===== src/logic/lbp_pkg.sv =====
// Types and constants of the balanced link procedure engine
package lbp_pkg;
	localparam int         CLK_HZ   = 50000000;
	localparam int         MS_PER_S = 1000;
	localparam logic [7:0] A_CTRL   = 8'h00;
	localparam logic [7:0] A_RTO    = 8'h04;
	localparam logic [7:0] A_AHT    = 8'h08;
	localparam logic [7:0] A_MFB    = 8'h0c;
	localparam logic [7:0] A_MRC    = 8'h10;
	localparam logic [7:0] A_K      = 8'h14;
	localparam logic [7:0] A_HQD    = 8'h18;
	localparam logic [7:0] A_STAT   = 8'h1c;
	localparam logic [7:0] A_IST    = 8'h20;
	localparam logic [7:0] A_IMSK   = 8'h24;
	localparam logic [7:0] A_CNT    = 8'h28;
	localparam logic [7:0] A_CEND   = 8'h40;
	localparam int         N_CNT    = 6;
	localparam int         C_EN     = 0;
	localparam int         C_NET    = 1;
	localparam int         C_MULTI  = 2;
	localparam logic [15:0] RTO_RST = 16'h0bb8;
	localparam logic [15:0] AHT_RST = 16'h07d0;
	localparam logic [15:0] MFB_RST = 16'h2ee0;
	localparam logic [7:0]  MRC_RST = 8'h14;
	localparam logic [2:0]  K_RST   = 3'h7;
	localparam logic [2:0]  K_MIN   = 3'h1;
	localparam logic [3:0]  HQ_RST  = 4'h8;
	localparam logic [3:0]  HQ_MIN  = 4'h1;
	localparam int          HQ_N    = 8;
	localparam int          SEQ_N   = 8;
	localparam int I_UP     = 0;
	localparam int I_FAIL   = 1;
	localparam int I_QUENCH = 2;
	localparam int I_DMG    = 3;
	localparam int I_CFG    = 4;
	localparam int I_DROP   = 5;
	localparam int N_IRQ    = 6;
	localparam logic [1:0] P_IP   = 2'h0;
	localparam logic [2:0] NO_CNT = 3'h7;

	typedef enum logic [1:0] {L_DISC, L_SETUP, L_UP} lbpLink_t;
	typedef enum logic [3:0] {F_I, F_RR, F_RNR, F_REJ, F_SABM, F_UA,
		F_DISC, F_DM, F_FRMR} lbpKind_t;
	typedef struct packed {
		logic [1:0]  proto;
		logic [15:0] bits;
	} lbpPkt_t;
	typedef struct packed {
		logic    vld;
		lbpPkt_t p;
	} lbpPktIn_t;
	typedef struct packed {
		lbpKind_t   kind;
		logic [2:0] ns;
		logic [2:0] nr;
		logic       pf;
		lbpPkt_t    p;
	} lbpFrm_t;
	typedef struct packed {
		logic    vld;
		logic    bad;
		lbpFrm_t f;
	} lbpRx_t;
	typedef struct packed {
		lbpLink_t               link;
		logic [2:0]             vs, vr, va, top, hd, tl;
		logic [3:0]             hc;
		logic [7:0]             retry;
		logic [15:0]            t1c, thc, msc;
		logic                   tick, ackP, rejS, busy, uaP, sabmP;
		logic                   pollP, pollW, rejP, fail, qn, up, txv;
		lbpFrm_t                txf;
		lbpPktIn_t              rxo;
		logic [N_CNT-1:0][15:0] ctx, crx;
	} lbpCore_t;

	// Counter slot per frame type; others are not counted
	function automatic logic [2:0] cntIdx(lbpKind_t k);
		case (k)
			F_I:     return 3'h0;
			F_RNR:   return 3'h1;
			F_REJ:   return 3'h2;
			F_SABM:  return 3'h3;
			F_FRMR:  return 3'h4;
			F_DISC:  return 3'h5;
			default: return NO_CNT;
		endcase
	endfunction : cntIdx
endpackage : lbp_pkg


===== src/logic/lbp_engine.sv =====
// Balanced link procedure engine with AHB-Lite register slave
`timescale 1ns/1ps
module lbp_engine #(
	parameter int MS_CYCLES = lbp_pkg::CLK_HZ / lbp_pkg::MS_PER_S
) (
	// Clock and reset
	input  logic               sys_clk,
	input  logic               nrst,
	// AHB-Lite slave
	input  logic               hsel,
	input  logic [31:0]        haddr,
	input  logic [1:0]         htrans,
	input  logic               hwrite,
	input  logic [2:0]         hsize,
	input  logic [31:0]        hwdata,
	input  logic               hready,
	output logic [31:0]        hrdata,
	output logic               hreadyout,
	output logic               hresp,
	// Upper layer
	input  lbp_pkg::lbpPktIn_t pktIn,
	output lbp_pkg::lbpPktIn_t pktOut,
	output logic               quench,
	// Line side
	output lbp_pkg::lbpFrm_t   lnkTx,
	output logic               lnkTxVld,
	input  logic               lnkTxReady,
	input  lbp_pkg::lbpRx_t    lnkRx,
	// Status
	output logic               linkUp,
	output logic               irq
);
	import lbp_pkg::*;

	localparam logic [15:0] MS_LAST = 16'(MS_CYCLES - 1);

	logic [2:0]       ctrl_q, ctrl_d;
	logic [15:0]      rto_q, rto_d, aht_q, aht_d, mfb_q, mfb_d;
	logic [7:0]       mrc_q, mrc_d;
	logic [2:0]       k_q, k_d;
	logic [3:0]       hqd_q, hqd_d;
	logic [N_IRQ-1:0] ist_q, ist_d, imsk_q, imsk_d, evt;
	logic             irq_q, irq_d, aW_q, aW_d, rdW_q, rdW_d;
	logic             hrdy_q, hrdy_d, acc, cfgErr;
	logic [7:0]       aA_q, aA_d;
	logic [31:0]      hrdata_q, hrdata_d, rd;
	logic [2:0]       cSel;

	lbpCore_t                core_q, n;
	lbpPkt_t [HQ_N-1:0]      hq_q, hq_d;
	lbpPkt_t [SEQ_N-1:0]     rtx_q, rtx_d;
	logic [2:0]              ci, ct, out;
	logic                    rtoOn, ackDue, push, pop, conn;

	assign hrdata    = hrdata_q;
	assign hreadyout = hrdy_q;
	assign hresp     = 1'b0 & hrdy_q;
	assign pktOut    = core_q.rxo;
	assign quench    = core_q.qn;
	assign lnkTx     = core_q.txf;
	assign lnkTxVld  = core_q.txv;
	assign linkUp    = core_q.up;
	assign irq       = irq_q;

	// Register slave: writes take no wait, reads take one
	always_comb begin
		ctrl_d   = ctrl_q;
		rto_d    = rto_q;
		aht_d    = aht_q;
		mfb_d    = mfb_q;
		mrc_d    = mrc_q;
		k_d      = k_q;
		hqd_d    = hqd_q;
		imsk_d   = imsk_q;
		ist_d    = ist_q;
		hrdata_d = hrdata_q;
		cfgErr   = 1'b0;
		rd       = '0;
		cSel     = 3'((aA_q - A_CNT) >> 2);
		acc      = hsel & hready & htrans[1];
		aW_d     = acc & hwrite;
		aA_d     = acc ? haddr[7:0] : aA_q;
		rdW_d    = acc & ~hwrite;
		hrdy_d   = ~(acc & ~hwrite);
		if (aW_q) begin
			case (aA_q)
				A_CTRL: ctrl_d = hwdata[2:0];
				A_RTO: begin
					if (hwdata[15:0] >= aht_q) rto_d = hwdata[15:0];
					else cfgErr = 1'b1;
				end
				A_AHT: begin
					if (hwdata[15:0] <= rto_q) aht_d = hwdata[15:0];
					else cfgErr = 1'b1;
				end
				A_MFB: begin
					if (hwdata[2:0] == 3'h0 && hwdata[15:0] != 16'h0)
						mfb_d = hwdata[15:0];
					else cfgErr = 1'b1;
				end
				A_MRC: mrc_d = hwdata[7:0];
				A_K: begin
					if (hwdata[2:0] >= K_MIN && hwdata[31:3] == '0)
						k_d = hwdata[2:0];
					else cfgErr = 1'b1;
				end
				A_HQD: begin
					if (hwdata[3:0] >= HQ_MIN && hwdata[3:0] <= HQ_RST
						&& hwdata[31:4] == '0)
						hqd_d = hwdata[3:0];
					else cfgErr = 1'b1;
				end
				A_IST:  ist_d = ist_q & ~hwdata[N_IRQ-1:0];
				A_IMSK: imsk_d = hwdata[N_IRQ-1:0];
				default: ;
			endcase
		end
		// Set after clear, so an event in the clearing cycle survives
		ist_d = ist_d | evt | (N_IRQ'(cfgErr) << I_CFG);
		irq_d = |(ist_d & imsk_d);
		if (rdW_q) begin
			case (aA_q)
				A_CTRL: rd = {29'h0, ctrl_q};
				A_RTO:  rd = {16'h0, rto_q};
				A_AHT:  rd = {16'h0, aht_q};
				A_MFB:  rd = {16'h0, mfb_q};
				A_MRC:  rd = {24'h0, mrc_q};
				A_K:    rd = {29'h0, k_q};
				A_HQD:  rd = {28'h0, hqd_q};
				A_STAT: rd = {4'h0, core_q.hc, core_q.retry, 1'h0,
					core_q.va, 1'h0, core_q.vr, 1'h0, core_q.vs,
					2'h0, core_q.link};
				A_IST:  rd = {26'h0, ist_q};
				A_IMSK: rd = {26'h0, imsk_q};
				default: begin
					if (aA_q >= A_CNT && aA_q < A_CEND)
						rd = {core_q.crx[cSel], core_q.ctx[cSel]};
				end
			endcase
			hrdata_d = rd;
		end
	end

	always_ff @(posedge sys_clk or negedge nrst) begin
		if (!nrst) begin
			ctrl_q   <= '0;
			rto_q    <= RTO_RST;
			aht_q    <= AHT_RST;
			mfb_q    <= MFB_RST;
			mrc_q    <= MRC_RST;
			k_q      <= K_RST;
			hqd_q    <= HQ_RST;
			ist_q    <= '0;
			imsk_q   <= '0;
			irq_q    <= 1'b0;
			aW_q     <= 1'b0;
			aA_q     <= '0;
			rdW_q    <= 1'b0;
			hrdy_q   <= 1'b1;
			hrdata_q <= '0;
		end else begin
			ctrl_q   <= ctrl_d;
			rto_q    <= rto_d;
			aht_q    <= aht_d;
			mfb_q    <= mfb_d;
			mrc_q    <= mrc_d;
			k_q      <= k_d;
			hqd_q    <= hqd_d;
			ist_q    <= ist_d;
			imsk_q   <= imsk_d;
			irq_q    <= irq_d;
			aW_q     <= aW_d;
			aA_q     <= aA_d;
			rdW_q    <= rdW_d;
			hrdy_q   <= hrdy_d;
			hrdata_q <= hrdata_d;
		end
	end

	// Link procedure core
	always_comb begin
		n      = core_q;
		hq_d   = hq_q;
		rtx_d  = rtx_q;
		evt    = '0;
		ci     = NO_CNT;
		ct     = NO_CNT;
		push   = 1'b0;
		pop    = 1'b0;
		conn   = 1'b0;
		out    = 3'(core_q.top - core_q.va);
		n.rxo  = '0;
		n.qn   = 1'b0;
		n.tick = core_q.msc == MS_LAST;
		n.msc  = n.tick ? '0 : core_q.msc + 16'h1;
		rtoOn  = core_q.link == L_SETUP
			|| (core_q.link == L_UP && out != 3'h0);
		if (!rtoOn) n.t1c = '0;
		else if (core_q.tick) n.t1c = core_q.t1c + 16'h1;
		if (!core_q.ackP) n.thc = '0;
		else if (core_q.tick) n.thc = core_q.thc + 16'h1;
		ackDue = core_q.ackP && core_q.thc >= aht_q;

		// One frame per accepted slot, responses first
		if (!core_q.txv || lnkTxReady) begin
			n.txv    = 1'b1;
			n.txf    = '0;
			n.txf.nr = core_q.vr;
			if (core_q.uaP) begin
				n.txf.kind = F_UA;
				n.uaP      = 1'b0;
			end else if (core_q.rejP) begin
				n.txf.kind = F_REJ;
				n.rejP     = 1'b0;
				n.rejS     = 1'b1;
				n.ackP     = 1'b0;
			end else if (core_q.sabmP) begin
				n.txf.kind = F_SABM;
				n.txf.pf   = 1'b1;
				n.sabmP    = 1'b0;
			end else if (core_q.pollP) begin
				n.txf.kind = F_RR;
				n.txf.pf   = 1'b1;
				n.pollP    = 1'b0;
				n.pollW    = 1'b1;
			end else if (core_q.link == L_UP && !core_q.busy
				&& core_q.vs != core_q.top) begin
				n.txf.kind = F_I;
				n.txf.ns   = core_q.vs;
				n.txf.p    = rtx_q[core_q.vs];
				n.vs       = core_q.vs + 3'h1;
				n.ackP     = 1'b0;
			end else if (core_q.link == L_UP && !core_q.busy
				&& core_q.hc != 4'h0 && out < k_q) begin
				n.txf.kind          = F_I;
				n.txf.ns            = core_q.top;
				n.txf.p             = hq_q[core_q.hd];
				rtx_d[core_q.top]   = hq_q[core_q.hd];
				n.hd                = core_q.hd + 3'h1;
				pop                 = 1'b1;
				n.top               = core_q.top + 3'h1;
				n.vs                = core_q.top + 3'h1;
				n.ackP              = 1'b0;
			end else if (ackDue) begin
				n.txf.kind = F_RR;
				n.ackP     = 1'b0;
			end else begin
				n.txv = 1'b0;
			end
			if (n.txv) ct = cntIdx(n.txf.kind);
		end

		if (rtoOn && core_q.t1c >= rto_q) begin
			n.t1c   = '0;
			n.retry = core_q.retry + 8'h1;
			if (core_q.retry >= mrc_q) begin
				n.link  = L_DISC;
				n.fail  = 1'b1;
				n.sabmP = 1'b0;
				n.pollP = 1'b0;
				evt[I_FAIL] = 1'b1;
			end else if (core_q.link == L_SETUP) begin
				n.sabmP = 1'b1;
			end else begin
				n.pollP = 1'b1;
			end
		end

		if (lnkRx.vld) begin
			if (lnkRx.bad || lnkRx.f.p.bits > mfb_q) begin
				evt[I_DMG] = 1'b1;
				if (core_q.link == L_UP && !core_q.rejS) n.rejP = 1'b1;
			end else begin
				ci = cntIdx(lnkRx.f.kind);
				case (lnkRx.f.kind)
					F_SABM: begin
						n.uaP = 1'b1;
						conn  = 1'b1;
					end
					F_UA: conn = core_q.link == L_SETUP;
					F_DISC: begin
						n.uaP  = 1'b1;
						n.link = L_DISC;
					end
					F_DM: n.link = L_DISC;
					F_FRMR: begin
						if (core_q.link == L_UP) begin
							n.link  = L_SETUP;
							n.sabmP = 1'b1;
							n.retry = '0;
						end
					end
					F_I, F_RR, F_RNR, F_REJ: begin
						if (core_q.link == L_UP) begin
							if (lnkRx.f.nr != core_q.va) begin
								n.va    = lnkRx.f.nr;
								n.t1c   = '0;
								n.retry = '0;
							end
							if (lnkRx.f.kind != F_I)
								n.busy = lnkRx.f.kind == F_RNR;
							// Go back to the peer's expected frame
							if (lnkRx.f.kind == F_REJ || (lnkRx.f.pf
								&& core_q.pollW && lnkRx.f.kind != F_I)) begin
								n.vs    = lnkRx.f.nr;
								n.pollW = 1'b0;
							end
							if (lnkRx.f.kind == F_I) begin
								if (lnkRx.f.ns == core_q.vr) begin
									n.vr   = core_q.vr + 3'h1;
									n.rxo  = {1'b1, lnkRx.f.p};
									n.rejS = 1'b0;
									n.ackP = 1'b1;
								end else if (!core_q.rejS) begin
									n.rejP = 1'b1;
								end
							end
						end
					end
					default: ;
				endcase
			end
		end
		if (conn) begin
			n.link  = L_UP;
			n.vs    = '0;
			n.vr    = '0;
			n.va    = '0;
			n.top   = '0;
			n.retry = '0;
			n.busy  = 1'b0;
			n.rejS  = 1'b0;
			n.ackP  = 1'b0;
			n.pollW = 1'b0;
			evt[I_UP] = 1'b1;
		end

		// Only the terminal end opens the link on its own
		if (!ctrl_q[C_EN]) begin
			n.link  = L_DISC;
			n.fail  = 1'b0;
			n.sabmP = 1'b0;
			n.pollP = 1'b0;
		end else if (core_q.link == L_DISC && n.link == L_DISC
			&& !ctrl_q[C_NET] && !core_q.fail) begin
			n.link  = L_SETUP;
			n.sabmP = 1'b1;
			n.retry = '0;
		end

		if (pktIn.vld) begin
			if ((!ctrl_q[C_MULTI] && pktIn.p.proto != P_IP)
				|| pktIn.p.bits > mfb_q) begin
				evt[I_DROP] = 1'b1;
			end else if (core_q.hc >= hqd_q) begin
				evt[I_QUENCH] = 1'b1;
				n.qn          = 1'b1;
			end else begin
				hq_d[core_q.tl] = pktIn.p;
				n.tl            = core_q.tl + 3'h1;
				push            = 1'b1;
			end
		end
		n.hc = core_q.hc + {3'h0, push} - {3'h0, pop};
		if (ci != NO_CNT) n.crx[ci] = core_q.crx[ci] + 16'h1;
		if (ct != NO_CNT) n.ctx[ct] = core_q.ctx[ct] + 16'h1;
		n.up = n.link == L_UP;
	end

	always_ff @(posedge sys_clk or negedge nrst) begin
		if (!nrst) begin
			core_q <= '0;
			hq_q   <= '0;
			rtx_q  <= '0;
		end else begin
			core_q <= n;
			hq_q   <= hq_d;
			rtx_q  <= rtx_d;
		end
	end
endmodule : lbp_engine


===== config.mk =====
export PLATFORM = sky130hd
export DESIGN_NAME = lbp_engine
export DESIGN_NICKNAME = d
export VERILOG_FILES = /design/src/logic/lbp_pkg.sv /design/src/logic/lbp_engine.sv
export SDC_FILE = /design/constraint.sdc
export NUM_CORES = 2
export LEC_CHECK = 0
export ABC_AREA = 1
export BUFFER_PORTS_ARGS = -buffer_cell sky130_fd_sc_hd__buf_2
export CAP_MARGIN = 15
export CORE_MARGIN = 3
export CORE_UTILIZATION = 40
export DETAILED_ROUTE_END_ITERATION = 16
export SLEW_MARGIN = 10
export SYNTH_ARGS = -nofsm -noshare
export SYNTH_HDL_FRONTEND = slang
export SYNTH_SLANG_ARGS = --single-unit

===== constraint.sdc =====
create_clock -name sys_clk -period 5.4 [get_ports sys_clk]
set_clock_uncertainty 0.15 [all_clocks]
set_input_delay 1.35 -clock sys_clk [delete_from_list [all_inputs] [get_ports sys_clk]]
set_output_delay 1.35 -clock sys_clk [all_outputs]
set_load 0.02 [all_outputs]

=== Word-level counts from Yosys, hierarchy flattened ===
Cells that the tools add are included.

* Flip-flop bits (word level): 743
* Input port bits: 125
* Output and inout bits: 86
* Word-level logic and storage cells: 457

* Add/subtract/negate cells: 15
* $lt $le $gt $ge: 25
* Eq/ne operators: 40
* Muxes and demuxes: 192
* Bitwise gates (word level): 18
* Reductions and logical operators: 74

{| class="wikitable"
|+ Operators by type and width
! operator !! count
|-
| one-hot mux 32 bit (10 select lines) || 1
|-
| bitwise mux 144 bit || 2
|-
| binary-select mux 16 bit (select 3 bit) || 4
|-
| bitwise mux 96 bit || 2
|-
| two-way mux 16 bit || 12
|-
| two-way mux 19 bit || 8
|-
| two-way mux 18 bit || 8
|-
| two-way mux 24 bit || 5
|-
| binary-select mux 18 bit (select 3 bit) || 2
|-
| demux 18 bit (select 3 bit) || 2
|-
| demux 16 bit (select 3 bit) || 2
|-
| two-way mux 3 bit || 27
|-
| adder 16 x 1 -> 16 bit (second input constant) || 5
|-
| two-way mux 1 bit || 69
|-
| two-way mux 6 bit || 11
|-
| >= comparator 16 bit || 3
|-
| one-hot mux 3 bit (6 select lines) || 2
|-
| == test 8 x 5 -> 1 bit (second input constant) || 4
|-
| greater-than comparator 16 bit || 2
|-
| two-way mux 32 bit || 1
|-
| two-way mux 8 bit || 4
|-
| two-way mux 2 bit || 15
|-
| logical NOT 29 bit || 1
|-
| logical NOT 28 bit || 1
|-
| other kinds (65) || 171
|}

=== Depth between registers and ports, before layout ===
* Word-level depth: 24
* Gate-level depth with buffers: 29

=== Worst setup path after synthesis ===
No wires, ideal clock.

* Path type: input port to flip-flop
* Start point: in lnkRx[7] (netlist bit)
* End point: reg core_q[40] (netlist bit)
* Library setup time: 0.066 ns
* Arrival time: 3.913 ns
* Data required time: 5.184 ns
* Slack: 1.271 ns
* Stages on the path: 22
* Path buffers: 1
* Path through: ha_1 > a21o_1 > nor2_1 > nand2_1 > nand2_1 > nand2_1 > nand2_1 > nand3_1 > nor2_2 > buf_2 > nand3_1 > nand2_1 > nor2_1 > nand2_2 > inv_1 > ha_1 > inv_1 > nor2_4 > nand2_4 > xor2_4 > nand2_1 > nand2_1

* Cells in the longest elaborated chain, start to end: 9

{| class="wikitable"
|+ RTL lines
! what !! line !! source
|-
| start, declared || lbp_engine.sv:28 || <nowiki>input lbp_pkg::lbpRx_t lnkRx,</nowiki>
|-
| greater-than comparator 16 bit (*) || lbp_engine.sv:270 || <nowiki>if (lnkRx.bad || lnkRx.f.p.bits > mfb_q) begin</nowiki>
|-
| logical OR 1 bit (*) || lbp_engine.sv:270 ||
|-
| two-way mux 3 bit (*) || lbp_engine.sv:270 ||
|-
| two-way mux 3 bit (*) || lbp_engine.sv:269 || <nowiki>if (lnkRx.vld) begin</nowiki>
|-
| parallel branches: the longest is 5 deep, another holds adder 16 x 1 -> 16 bit || -- ||
|-
| end signal, assigned || lbp_engine.sv:376 || <nowiki>core_q <= n;</nowiki>
|-
| end, declared || lbp_engine.sv:49 || <nowiki>lbpCore_t core_q, n;</nowiki>
|}

Every way passes the cells marked *. The select of a mux whose other input is x is not followed.
A chain may end at the register's enable or synchronous reset.

=== Final worst setup path ===
* Start point: in lnkRx[11] (netlist bit)
* End point: reg core_q[34] (netlist bit)

The elaborated chain is that of the path after synthesis.

==> run metrics <==
crit path time final approximately 4600 ps; share of layout cells above drive strength 1 11.2%; Worst setup EP type register; hold buffers post-CTS 0; Tot GR Track Use between 20% and 30%; area grow syn2layout 13.0%; status completed; Placed Instances approximately 5900; pwr/cell area between 400 and 500 nW/µm²; predominant post-synthesis flop cell dfrtp_1; initial DRC count 3206; average routed wire per standard cell approximately 19 µm; Clock Pin Slew Worst Setup and Hold Paths 60 ps; Die W ~310 µm; Synth area leader dfrtp_1; library cells used by synthesis between 70 and 80; Max FO, Critical Path 9; yosys warns 0; final core area utilization 45.8%; CP Launch Type primary input; Avg Cell Area, Syn 8.15 µm²; Pleak roughly 21 nW; TritonCTS buffer count 86; Max stage delay on crit path roughly 460 ps; Peak VDD IR roughly 0.26 mV; Cell Chain, Critical Path buf_2 > ha_1 > nand2_1 > inv_1 > nand3_1 > nor2_1 > nand3_1 > nand2_1 > buf_4 > nand3_1 > nor2_4 > nand2_1 > nor2_1 > nor3_4 > ha_1 > inv_1 > xor2_1 > o21ai_0; largest net degree at the start of global routing between 100 and 150; final setup vio count 0; Finished Layout Cells just over 6000; critical path class primary input to register; Worst Path Required 5760 ps; Fmax 0.218 GHz; clk sinks approximately 740; post_cts resized 0; PnR worst setup slack between 800 and 900 ps; most instantiated cells after synthesis 1154 x nand2_1, 715 x dfrtp_1, 583 x o21ai_0; Tcrit/Tclk final between 80% and 90%; Worst slew margin roughly a quarter; Mapped Cells roughly 4700; via count ~32000; top-area cell type share of the netlist area approximately 47%; Post-synth ARST share 100%; DRT Pass-1 Iters 5; num ports ~210; Root Driver clkbuf_16; Final #Nets 4987; core area ~94000 µm²; final weighted congestion in routability-driven placement between 0.9 and 1; Worst-Margin Slew 1100 ps; dominant cells by area after synthesis dfrtp_1 47%, nand2_1 11%, o21ai_0 7.7%; Fillers a little over 9000; Post-Syn Area ~38000 µm²; Cell Rows between 100 and 150; die footprint a little under 100000 µm²; clk buf depth 3; detailed-route DRC error count 0; Hold Crit Class register to register; Final Max Slew Viols 0; RSZ-0062 raised after global routing false; vias in the first global route approximately 31000; first-pass GRT wire length approximately 180000 µm; most frequent cell after synthesis nand2_1; Post-synth EDFFs 0; Die Y 314 µm; CTS tree done; FF+latch count, synth roughly 740; Routed Wire Length between 100000 and 150000 µm; H-tree Lvls 3; WHS between 200 and 250 ps; WP data arrival slightly below 5000 ps; Initial Util 40.6%; postcts setup bufs 0; vias per cell approximately 5.3; Detail Route Antenna Nets 0; clock latency on the worst-skew pair 660 ps; setup TNS 0 ps; setup slack at placement between 200 and 250 ps; initial antenna violation count 8; gr ovfl total 0; Max Cap Viol 0; Fin. Hold Viols 0; critical path's slowest cell xor2_1; Seq/Total Area, Yosys roughly half; IO Port Bufs 180; hpwl dp around 80000 µm
-- per-layer routing --
metal / track usage [%] / up-vias / part of all wire (%)
met3: 3.38 / 205 / 6.7
met5: 0 / - / 0
met4: 8.96 / 0 / 3.7
met2: 36.8 / 1046 / 45
li1: - / 15500 / -
met1: 33.6 / 15500 / 45
-- cells in the final DEF, fill, tap and decap left out, types with 17 or more instances in the layout --
cell type  count
nand3_1      128
nor2_2        19
nor2_1       435
dfstp_2       27
nor3_1        40
clkbuf_1      17
buf_4         91
a311o_1       17
a32o_1        19
o21ai_0      583
a22oi_1       20
clkbuf_16     87
o32ai_1       36
clkbuf_8      21
inv_1        436
xor2_1        28
nand4_1       23
dfrtp_1      712
nand3b_1      24
o22ai_1       84
xnor2_1       18
nand2_1     1154
a221oi_1      48
o211ai_1      18
ha_1         127
a21oi_1      185
buf_2        179
-- through the flow --
step	power, mW	cell area (µm²)
after floorplan	11.7	38000
after global placement	13.6	40000
after detailed placement	13.7	40000
after CTS	19.9	43000
after global routing	21.0	43000
final	19.7	43000
-- registers in the layout, indices dropped and copies added, names as in the netlist, 3 cells and up --
name / cells
lnkTx: 28
k_q: 3
pktOut: 19
ctrl_q: 3
mrc_q: 8
rto_q: 16
hqd_q: 4
imsk_q: 6
hrdata: 32
aht_q: 16
ist_q: 6
mfb_q: 16
aA_q: 8
hq_q: 144
core_q: 282
rtx_q: 144
-- worst paths after layout --
check / start / cells after the start / slack [ps] / end
setup / recovery: lnkRx[11] / 18 / 810 / core_q[34]
hold / removal: core_q[163] / 0 / 230 / core_q[163]
setup reg to reg: core_q[319] / 22 / 820 / core_q[104]
hold reg to reg: core_q[163] / 0 / 230 / core_q[163]
max in group asynchronous: nrst / 2 / 3260 / rtx_q[80]
min in group asynchronous: nrst / 1 / 620 / core_q[263]
-- worst max-delay path, delay by kind of cell --
family	cells	cell delay [ps]
and+or+nand+nor	10	1960
adders and majority gates	2	530
buffers and inverters	4	510
xor gates and xnor gates	1	460
AOI/OAI and AO/OA	1	150
-- cell type report --
type                    instances  area [µm²]  area share, %
flip-flops and latches        742       18600           43.3
multi-input cells            3166       16400           38.1
repair buffers                278        1730           4.04
clock inverters                32         433           1.01
clock buffers                 125        2530           5.89
diodes                          7        17.5         0.0408
inverters                     459        1730           4.02
well taps                    1254        1570           3.65
-- cells by family (layout without fill, tap and decap cells) --
kind of cell / after synthesis / count (layout) / share of synthesized area, %
AOI/OAI and AO/OA: 1084 / 1084 / 16.5
xor gates and xnor gates: 50 / 50 / 1.26
adders and majority gates: 129 / 129 / 4.28
buffers and inverters: 762 / 894 / 8.19
DFF: 742 / 742 / 48.9
muxes: 8 / 8 / 0.230
other: 1 / 9 / 0.00986
and+or+nand+nor: 1893 / 1893 / 20.6
-- power by group --
part,switching [mW],internal (mW)
Sequential,0.885,6.77
Clock,2.40,3.69
Combinational,4.04,1.93
Total,7.32,12.4
Note: power is estimated with default switching activity, not from simulation.
